<file path="config.mk">
export PLATFORM = sky130hd
export DESIGN_NAME = lpg_top
export DESIGN_NICKNAME = d
export VERILOG_FILES = /design/src/shared/lpg_pkg.sv /design/src/rtl/lpg_duty_bank.sv /design/src/rtl/lpg_top.sv
export SDC_FILE = /design/constraint.sdc
export NUM_CORES = 1
export LEC_CHECK = 0
export ABC_AREA = 1
export BUFFER_PORTS_ARGS = -buffer_cell sky130_fd_sc_hd__clkbuf_2
export CORE_ASPECT_RATIO = 0.8
export CORE_MARGIN = 2
export CORE_UTILIZATION = 45
export DETAILED_ROUTE_END_ITERATION = 8
export RECOVER_POWER = 25
export SKIP_CTS_REPAIR_TIMING = 1
export SYNTH_ARGS = -nofsm -noshare
export SYNTH_HDL_FRONTEND = slang
export SYNTH_HIERARCHICAL = 1
export SYNTH_SLANG_ARGS = --single-unit
</file>
<file path="constraint.sdc">
create_clock -name pclk -period 3.7 [get_ports pclk]
set_clock_uncertainty 0.05 [all_clocks]
set_input_delay 0.185 -clock pclk [delete_from_list [all_inputs] [get_ports pclk]]
set_output_delay 0.185 -clock pclk [all_outputs]
set_load 0.03 [all_outputs]
</file>
<file path="src/shared/lpg_pkg.sv">
// Purpose: Constants and types shared by the LED PWM group dimming block
// Assumes: pclk at 100 MHz
// Notes:   Offsets are byte addresses on a 32-bit APB bus
`default_nettype none
package lpg_pkg;
    localparam int          NUM_LEDS       = 8;     // Output channels
    localparam int          CLK_PERIOD_NS  = 10;    // pclk period
    // Individual brightness step, least time, rounds up
    localparam int          IND_STEP_NS    = 40;
    localparam int          IND_STEP_CYC   =
        (IND_STEP_NS + CLK_PERIOD_NS - 1) / CLK_PERIOD_NS;
    // Group dimming step, 20.48 us
    localparam int          GRP_STEP_PS    = 20480000;
    localparam int          GRP_STEP_CYC   = GRP_STEP_PS / 10000;
    // Blink sub-step: 256 of them per fastest blink period (24 Hz)
    localparam int          BLINK_SUB_NS   = 163840;
    localparam int          BLINK_SUB_CYC  = BLINK_SUB_NS / CLK_PERIOD_NS;
    // Register byte offsets
    localparam logic [7:0]  DUTY_BASE      = 8'h00; // 8 words, 00..1C
    localparam logic [7:0]  GRP_DUTY_OFS   = 8'h20;
    localparam logic [7:0]  GRP_FREQ_OFS   = 8'h24;
    localparam logic [7:0]  MODE_OFS       = 8'h28;
    localparam logic [7:0]  OUT_STATE_OFS  = 8'h2C;
    localparam logic [7:0]  STATUS_OFS     = 8'h30;
    // Field positions
    localparam int          MODE_BLINK_BIT = 0;
    localparam int          STAT_PAD_LSB   = 0;     // Pin read-back
    localparam int          STAT_GATE_BIT  = 8;     // Group gate level
    // Reset values
    localparam logic [7:0]  DUTY_RST       = 8'h00;
    localparam logic [7:0]  GRP_DUTY_RST   = 8'hFF; // Full brightness
    localparam logic [7:0]  GRP_FREQ_RST   = 8'h00;
    localparam logic [15:0] OUT_STATE_RST  = 16'h0000;
    // Output state field encodings
    typedef enum logic [1:0] {
        LPG_OFF     = 2'b00,
        LPG_FULL_ON = 2'b01,
        LPG_IND     = 2'b10,
        LPG_IND_GRP = 2'b11
    } lpg_out_state_t;
    // Group signal configuration travels together
    typedef struct packed {
        logic       blink;  // 1 = blinking, 0 = dimming
        logic [7:0] duty;   // Group duty value
        logic [7:0] freq;   // Blink period value
    } lpg_grp_cfg_t;
endpackage
`default_nettype wire

</file>
<file path="src/rtl/lpg_duty_bank.sv">
// Purpose: Storage of the per-LED duty values
// Assumes: One write port, one registered read port
// Notes:   All values are also offered in parallel for the comparators
`timescale 1ns/100ps
`default_nettype none
module lpg_duty_bank (
    input  wire logic        pclk,
    input  wire logic        presetn,
    input  wire logic        wr_en,
    input  wire logic [2:0]  wr_idx,
    input  wire logic [7:0]  wr_data,
    input  wire logic        rd_en,
    input  wire logic [2:0]  rd_idx,
    output logic      [7:0]  rd_data,
    output logic      [63:0] all_duty
);
    logic [7:0] mem [lpg_pkg::NUM_LEDS];  // Duty words

    // Write port, one word per access
    always_ff @(posedge pclk or negedge presetn)
    begin
        if (!presetn)
        begin
            for (int i = 0; i < lpg_pkg::NUM_LEDS; i++)
                mem[i] <= lpg_pkg::DUTY_RST;
        end
        else if (wr_en)
            mem[wr_idx] <= wr_data;
    end

    // Read data leaves through a register
    always_ff @(posedge pclk or negedge presetn)
    begin
        if (!presetn)
            rd_data <= 8'h00;
        else if (rd_en)
            rd_data <= mem[rd_idx];
    end

    // Flat view for the pulse comparators
    genvar g;
    generate
        for (g = 0; g < lpg_pkg::NUM_LEDS; g++)
        begin : g_flat
            assign all_duty[g*8 +: 8] = mem[g];
        end
    endgenerate
endmodule // lpg_duty_bank
`default_nettype wire

</file>
<file path="src/rtl/lpg_top.sv">
// Purpose: LED brightness PWM with superimposed group dimming or blinking
// Assumes: pclk 100 MHz, APB slave with zero wait states
// Notes:   LED pins are open drain, sinking current when lit
// Overview of operation
// RULE_01 - each output: own 8-bit duty fixed PWM
// RULE_02 - one group signal gates group-enabled outputs
// RULE_03 - dimming: fixed 190 Hz, 8-bit duty
// RULE_04 - blinking: 8-bit period, 24 Hz to 10.73 s
// RULE_05 - pulse width is duty times 40 ns
// RULE_06 - group dimming advances in 20.48 us steps
// RULE_07 - group duty 1 passes two pulses
// RULE_08 - group duty 4 passes eight pulses
// RULE_09 - state field: off, on, PWM, PWM+group
// RULE_10 - one bit selects dimming or blinking
`timescale 1ns/100ps
`default_nettype none
module lpg_top #(
    parameter int BLINK_SUB_CYC = lpg_pkg::BLINK_SUB_CYC
) (
    input  wire logic        pclk,
    input  wire logic        presetn,
    input  wire logic        psel,
    input  wire logic        penable,
    input  wire logic        pwrite,
    input  wire logic [7:0]  paddr,
    input  wire logic [31:0] pwdata,
    output logic      [31:0] prdata,
    output logic             pready,
    output logic             pslverr,
    input  wire logic [7:0]  led_output_channel_i,
    output logic      [7:0]  led_output_channel_o,
    output logic      [7:0]  led_output_channel_oe_n
);
    localparam int N = lpg_pkg::NUM_LEDS;

    // Decode helpers used by several processes
    function automatic logic is_duty(input logic [7:0] a);
        return a[7:5] == lpg_pkg::DUTY_BASE[7:5] && a[1:0] == 2'b00;
    endfunction
    function automatic logic is_mapped(input logic [7:0] a);
        return is_duty(a) || a == lpg_pkg::GRP_DUTY_OFS ||
               a == lpg_pkg::GRP_FREQ_OFS || a == lpg_pkg::MODE_OFS ||
               a == lpg_pkg::OUT_STATE_OFS || a == lpg_pkg::STATUS_OFS;
    endfunction

    logic                 setup;        // APB setup cycle
    logic                 wr_acc;       // Write takes effect now
    lpg_pkg::lpg_grp_cfg_t grp_cfg;     // Group signal settings
    logic [15:0]          out_state;    // Two bits per LED
    logic [63:0]          all_duty;     // Duty values, flat
    logic [7:0]           bank_rd;      // Registered duty read
    logic                 rd_duty;      // Last setup read a duty word
    logic [31:0]          reg_rd;       // Registered other read
    logic [7:0]           pad_s1;       // Pin sync, first stage
    logic [7:0]           pad_s2;       // Pin sync, second stage
    logic [1:0]           pre;          // 40 ns step prescaler
    logic [7:0]           ind_cnt;      // Individual PWM position
    logic                 ind_par;      // Odd/even individual period
    logic [7:0]           grp_phase;    // Group signal position
    logic [$clog2(BLINK_SUB_CYC)-1:0] blink_sub; // Blink sub-step
    logic [7:0]           blink_div;    // Blink period divider
    logic                 dim_tick;     // One 20.48 us step done
    logic                 blink_tick;   // One blink step done
    logic                 grp_tick;     // Group phase advances
    logic                 gate;         // Group signal level
    logic [N-1:0]         pwm_on;       // Individual pulse levels
    logic [N-1:0]         next_lit;     // Pin drive wanted

    assign setup  = psel && !penable;
    assign wr_acc = psel && penable && pwrite;
    // Zero wait states: read data is captured in the setup cycle
    assign pready = 1'b1;

    // Error answer for unmapped addresses during the access phase
    assign pslverr = psel && penable && !is_mapped(paddr);

    // Duty words live in their own storage
    lpg_duty_bank u_bank (
        .pclk     (pclk),
        .presetn  (presetn),
        .wr_en    (wr_acc && is_duty(paddr)),
        .wr_idx   (paddr[4:2]),
        .wr_data  (pwdata[7:0]),
        .rd_en    (setup && !pwrite),
        .rd_idx   (paddr[4:2]),
        .rd_data  (bank_rd),
        .all_duty (all_duty)
    );

    // Control registers written by software
    always_ff @(posedge pclk or negedge presetn)
    begin
        if (!presetn)
        begin
            grp_cfg.blink <= 1'b0;
            grp_cfg.duty  <= lpg_pkg::GRP_DUTY_RST;
            grp_cfg.freq  <= lpg_pkg::GRP_FREQ_RST;
            out_state     <= lpg_pkg::OUT_STATE_RST; // RULE_09
        end
        else if (wr_acc)
        begin
            case (paddr)
                lpg_pkg::GRP_DUTY_OFS:  grp_cfg.duty  <= pwdata[7:0];
                lpg_pkg::GRP_FREQ_OFS:  grp_cfg.freq  <= pwdata[7:0];
                // One bit for all outputs at once
                lpg_pkg::MODE_OFS:
                    // RULE_10
                    grp_cfg.blink <= pwdata[lpg_pkg::MODE_BLINK_BIT];
                lpg_pkg::OUT_STATE_OFS: out_state <= pwdata[15:0];
                default:                ;
            endcase
        end
    end

    // Non-duty read data, captured at setup so the access phase is ready
    always_ff @(posedge pclk or negedge presetn)
    begin
        if (!presetn)
        begin
            reg_rd  <= 32'h0000_0000;
            rd_duty <= 1'b0;
        end
        else if (setup && !pwrite)
        begin
            rd_duty <= is_duty(paddr);
            case (paddr)
                lpg_pkg::GRP_DUTY_OFS:  reg_rd <= {24'h0, grp_cfg.duty};
                lpg_pkg::GRP_FREQ_OFS:  reg_rd <= {24'h0, grp_cfg.freq};
                lpg_pkg::MODE_OFS:      reg_rd <= {31'h0, grp_cfg.blink};
                lpg_pkg::OUT_STATE_OFS: reg_rd <= {16'h0, out_state};
                // Live state: pin levels and group gate
                lpg_pkg::STATUS_OFS:
                    reg_rd <= {23'h0, gate, pad_s2};
                default:                reg_rd <= 32'h0000_0000;
            endcase
        end
    end
    assign prdata = rd_duty ? {24'h0, bank_rd} : reg_rd;

    // Pin read-back crosses in through two flops
    always_ff @(posedge pclk or negedge presetn)
    begin
        if (!presetn)
        begin
            pad_s1 <= 8'hFF;
            pad_s2 <= 8'hFF;
        end
        else
        begin
            pad_s1 <= led_output_channel_i;
            pad_s2 <= pad_s1;
        end
    end

    // Individual timebase: 40 ns steps, 256 per period
    always_ff @(posedge pclk or negedge presetn)
    begin
        if (!presetn)
        begin
            pre     <= 2'd0;
            ind_cnt <= 8'h00;
            ind_par <= 1'b0;
        end
        else
        begin
            pre <= (pre == 2'(lpg_pkg::IND_STEP_CYC - 1)) ? 2'd0
                                                          : pre + 2'd1; // RULE_05
            if (pre == 2'(lpg_pkg::IND_STEP_CYC - 1))
            begin
                ind_cnt <= ind_cnt + 8'h01; // RULE_01
                if (ind_cnt == 8'hFF)
                    ind_par <= !ind_par;
            end
        end
    end

    // Two individual periods make one 20.48 us group step, so every dimming
    // group step starts on a fresh individual pulse
    assign dim_tick = pre == 2'(lpg_pkg::IND_STEP_CYC - 1) &&
                      ind_cnt == 8'hFF && ind_par; // RULE_06

    // Blink timebase: sub-steps divided by the programmed period
    always_ff @(posedge pclk or negedge presetn)
    begin
        if (!presetn)
        begin
            blink_sub <= '0;
            blink_div <= 8'h00;
        end
        else if (!grp_cfg.blink)
        begin
            // Held idle so a switch to blinking starts cleanly
            blink_sub <= '0;
            blink_div <= 8'h00;
        end
        else if (blink_sub == ($bits(blink_sub))'(BLINK_SUB_CYC - 1))
        begin
            blink_sub <= '0;
            // RULE_04
            blink_div <= (blink_div >= grp_cfg.freq) ? 8'h00
                                                     : blink_div + 8'h01;
        end
        else
            blink_sub <= blink_sub + 1'b1;
    end
    assign blink_tick = blink_sub == ($bits(blink_sub))'(BLINK_SUB_CYC - 1) &&
                        blink_div >= grp_cfg.freq;
    assign grp_tick   = grp_cfg.blink ? blink_tick : dim_tick; // RULE_10

    // Group phase: 256 steps per group period
    always_ff @(posedge pclk or negedge presetn)
    begin
        if (!presetn)
            grp_phase <= 8'h00;
        else if (grp_tick)
            grp_phase <= grp_phase + 8'h01; // RULE_03
    end
    // Duty M keeps the gate open for M steps
    assign gate = grp_phase < grp_cfg.duty; // RULE_07 RULE_08

    // Per-output pulse and state select
    genvar g;
    generate
        for (g = 0; g < N; g++)
        begin : g_led
            assign pwm_on[g] = ind_cnt < all_duty[g*8 +: 8]; // RULE_01
            always_comb
            begin
                case (lpg_pkg::lpg_out_state_t'(out_state[2*g +: 2]))
                    lpg_pkg::LPG_OFF:     next_lit[g] = 1'b0; // RULE_09
                    lpg_pkg::LPG_FULL_ON: next_lit[g] = 1'b1;
                    lpg_pkg::LPG_IND:     next_lit[g] = pwm_on[g];
                    lpg_pkg::LPG_IND_GRP:
                        next_lit[g] = pwm_on[g] && gate; // RULE_02
                    default:              next_lit[g] = 1'b0;
                endcase
            end
        end
    endgenerate

    // Open drain: pull low when lit, release otherwise
    always_ff @(posedge pclk or negedge presetn)
    begin
        if (!presetn)
            led_output_channel_oe_n <= 8'hFF;
        else
            led_output_channel_oe_n <= ~next_lit;
    end
    assign led_output_channel_o = 8'h00;

    // Checks
    step_rate_a: assert property (@(posedge pclk) disable iff (!presetn) // RULE_05
        $changed(ind_cnt) |-> $past(pre) == 2'd3)
        else $error("individual step not 40 ns");
    min_pulse_a: assert property (@(posedge pclk) disable iff (!presetn) // RULE_05
        // A duty write mid-step would cut the first pulse short
        $rose(pwm_on[0]) && all_duty[7:0] == 8'h01 &&
        $stable(all_duty[7:0]) |->
            pwm_on[0] [*4] ##1 !pwm_on[0])
        else $error("one-count pulse not 40 ns");
    state_off_a: assert property (@(posedge pclk) disable iff (!presetn) // RULE_09
        out_state[1:0] == 2'b00 |=> led_output_channel_oe_n[0])
        else $error("off output driven");
    state_on_a: assert property (@(posedge pclk) disable iff (!presetn) // RULE_09
        out_state[1:0] == 2'b01 |=> !led_output_channel_oe_n[0])
        else $error("full-on output released");
    ind_only_a: assert property (@(posedge pclk) disable iff (!presetn) // RULE_01
        out_state[1:0] == 2'b10 |=>
            led_output_channel_oe_n[0] == !$past(pwm_on[0]))
        else $error("individual pulse not passed");
    grp_gate_a: assert property (@(posedge pclk) disable iff (!presetn) // RULE_02
        out_state[1:0] == 2'b11 && !gate |=> led_output_channel_oe_n[0])
        else $error("group gate ignored");
    dim_align_a: assert property (@(posedge pclk) disable iff (!presetn) // RULE_07
        dim_tick && !grp_cfg.blink |=> (ind_cnt == 8'h00) [*4])
        else $error("group step not aligned to pulse");
    grp_zero_a: assert property (@(posedge pclk) disable iff (!presetn) // RULE_03
        grp_cfg.duty == 8'h00 |-> !gate)
        else $error("gate open at zero duty");
    bad_addr_a: assert property (@(posedge pclk) disable iff (!presetn)
        psel && penable && paddr == 8'h34 |-> pslverr)
        else $error("unmapped address accepted");
endmodule // lpg_top
`default_nettype wire

</file>
==> out/metrics.yaml <==
drt:
  routed_wl_mm: 27.6
  drt_iter0_markers: 702
  drc: 0
  wl_per_cell_um: 15.6
  routed_via_density: 4.97
  antenna_left: 0
  num_vias: 8782
  drt_first_pass_iters: 5
floorplan:
  die_w_um: 177
  die_area_um2: 25300
  pin_count: 103
  coreArea_um2: 23500
  start_util_pct: 45.9
  core.rowCount: 50
  die_h_um: 143
critical_path:
  critPathRequiredTime_ns: 4.00
  rr_startpoint: "grp_cfg[16]"
  r2r_setup_slack_ns: 1.32
  critPathArrivalTime_ns: 2.68
  crit_path_end_kind: "register"
  start_kind: "register"
  r2r_cells: 8
  critPathMaxFanout: 14
  cpMaxStageDelayCell: "dfrtp_1"
  worstSetupPathType: "reg -> reg"
  slowest_delay_ns: 0.62
  r2r_end: "blink_div[6]"
  cp_cell_sequence: "inv_1 > nor2_1 > nand3_1 > a21oi_1 > nand2_1 > nor2_1 > nand2_1 > o21ai_0"
cells_and_area:
  final_cell_mix: "409 x nand2_1, 213 x inv_1, 155 x dfrtp_1, 108 x nand3_1, 106 x o21ai_0"
  stdcell_count: 1768
  n_antenna_cell: 0
  final_common_cell: "nand2_1"
  num-fill-cells: 2306
  synthToLayoutAreaGrowth_pct: 11.1
  drive_above_1_share_pct: 11.3
  nets: 1572
power_and_ir_drop:
  seqPwrFrac_pct: 48.3
  comb_power_share_pct: 10.2
  p_switching_w: 0.00131
  p_sw_share_pct: 28.7
  pwr-share-clk_pct: 41.5
  p_per_area_nw_per_um2: 380
  p_leak_nw: 6.06
  p_int_w: 0.00326
  vdd_drop_max_uv: 297
min_path:
  min-delay-start: "pwdata[6]"
  worstHoldPathType: "in -> reg"
  whs_path_depth: 3
  hold_end: "grp_cfg[6]"
timing:
  worst_slew_pin_slew_ns: 1.10
  fmax_mhz: 421
  rsz0062_at_grt: "no"
  drv_slew: 0
  setup_viol: 0
  hold_viol: 0
  finalSetupTns_ns: 0
  min_period_over_period_pct: 64.2
  period_minus_slack_ns: 2.38
  slew-limit-headroom_pct: 26.9
synthesis:
  ys_seq_area_share_pct: 43.7
  ys_seq_elements: 187
  synth_area_leader_cell: "dfrtp_1"
  ys_types: 38
  avgSynthCellArea_um2: 7.84
  syn_area_um2: 10800
  synth_warnings: 6
  synth_top_area_share_pct: 35.9
  syn_inst: 1378
  synth_area_leaders: "dfrtp_1 36%, nand2_1 14%, ha_1 8.8%, dfstp_2 7.8%, inv_1 7.4%"
cts:
  clockBufferDepth: 2
  clk_pin_slew_ns: 0.08
  cts_tree: "built"
  worstSkewPairLatency_ns: 0.44
  ctsHtreeMaxLevel: 4
  cts-root-buf: "clkbuf_16"
  clock-sinks: 187
  cts_made_buffers: 17
place:
  portBuffers: 61
  gp_congestion: 0.872
  placedCellCount: 1718
  hpwl_mm: 19.8
job:
  max-cap-violations: 0
global_routing:
  overflow: 0
  grt_use_total_pct: 23.0
  grt_max_degree: 106
  grt_pass1_wl_mm: 44.2
  antenna_found_initial: 0
  grt_pass1_vias: 8103
run_status:
  status: "completed"
routing by layer:
metal,GRT usage [%],vias up,routed length [µm]
met3,4.25,30,1570
li1,-,4445,-
met4,6.51,0,552
met5,0,-,0
met1,35.9,4070,14200
met2,31.9,237,11300
registers in the layout, summed over array words and instances, names as in the netlist:
| register | cells |
|---|---|
| grp_cfg | 17 |
| grp_phase | 8 |
| ind_par | 1 |
| out_state | 16 |
| pad_s1 | 8 |
| pre | 2 |
| reg_rd | 16 |
| pad_s2 | 8 |
| led_output_channel_oe_n | 8 |
| blink_sub | 14 |
| blink_div | 8 |
| u_bank/all_duty | 64 |
| u_bank/rd_data | 8 |
| rd_duty | 1 |
| ind_cnt | 8 |
power by group through the flow:
stage | clock (W) | combinational, W | sequential (W)
2_1_floorplan | 0 | 0.000309 | 0.00223
3_3_place_gp | 0 | 0.000441 | 0.00224
5_1_grt | 0.00200 | 0.000527 | 0.00222
6_report | 0.00189 | 0.000464 | 0.00221
4_1_cts | 0.00192 | 0.000451 | 0.00221
3_5_place_dp | 0 | 0.000449 | 0.00225
stage by stage:
stage | worst slack, ns | power [W] | hold slack, ns | util (%) | cell area, µm²
6_report | 1.32 | 0.00457 | 0.0267 | 51.1 | 12000
5_1_grt | 1.06 | 0.00475 | 0.0298 | 51.1 | 12000
4_1_cts | 1.42 | 0.00458 | -0.245 | 50.3 | 11800
3_5_place_dp | 1.26 | 0.00269 | 0.224 | 47.7 | 11200
3_3_place_gp | 1.31 | 0.00268 | 0.224 | 47.7 | 11200
2_1_floorplan | 2.03 | 0.00254 | -0.161 | - | 10900
cells in the mapped netlist (all sizes together):
library cell    n
nand2         415
inv           214
dfrtp         155
o21ai         119
nand3         109
ha             76
nor2           73
buf            52
a21oi          38
dfstp          32
nand4          25
nor3           19
xor2           12
clkbuf          9
xnor2           9
mux2            7
a21boi          4
or2             3
conb            2
nand3b          2
clkinv          1
nor4            1
o21a            1
worst max path at each step:
stage,from,endpoint,slack [ns],cells past startpoint
final,grp_cfg[16],blink_div[6],1.32,8
after CTS,grp_cfg[16],blink_div[6],1.42,8
after global placement,paddr[4],out_state[14],1.31,7
after global routing,grp_cfg[16],blink_div[0],1.06,8
after floorplan,paddr[2],pslverr,2.03,6
after detailed placement,psel,u_bank/all_duty[50],1.26,10
worst max-delay path: cells and delay by family, from the launching register on:
family | cells | cell delay [ns]
AOI/OAI and AO/OA | 2 | 0.21
buffers and inverters | 1 | 0.27
DFF | 1 | 0.62
and+or+nand+nor | 5 | 1.14
layout make-up:
type	count	area [µm²]	share of cell area, %
clock buffers	18	429	3.57
clock inverters	14	173	1.44
inverters	215	807	6.72
multi-input cells	938	4950	41.2
flip-flops and latches	187	4720	39.3
well taps	312	390	3.25
repair buffers	84	544	4.53
cell families (layout without fill, tap and decap cells):
| group | count (synthesis) | count (layout) | share of synthesized area, % |
|---|---|---|---|
| DFF | 187 | 187 | 43.7 |
| adders and majority gates | 76 | 76 | 8.80 |
| xor gates and xnor gates | 21 | 21 | 1.70 |
| muxes | 7 | 7 | 0.729 |
| other | 2 | 25 | 0.0695 |
| and+or+nand+nor | 647 | 647 | 25.8 |
| buffers and inverters | 276 | 331 | 11.4 |
| AOI/OAI and AO/OA | 162 | 162 | 7.83 |
Note: power is estimated with default switching activity, not from simulation.
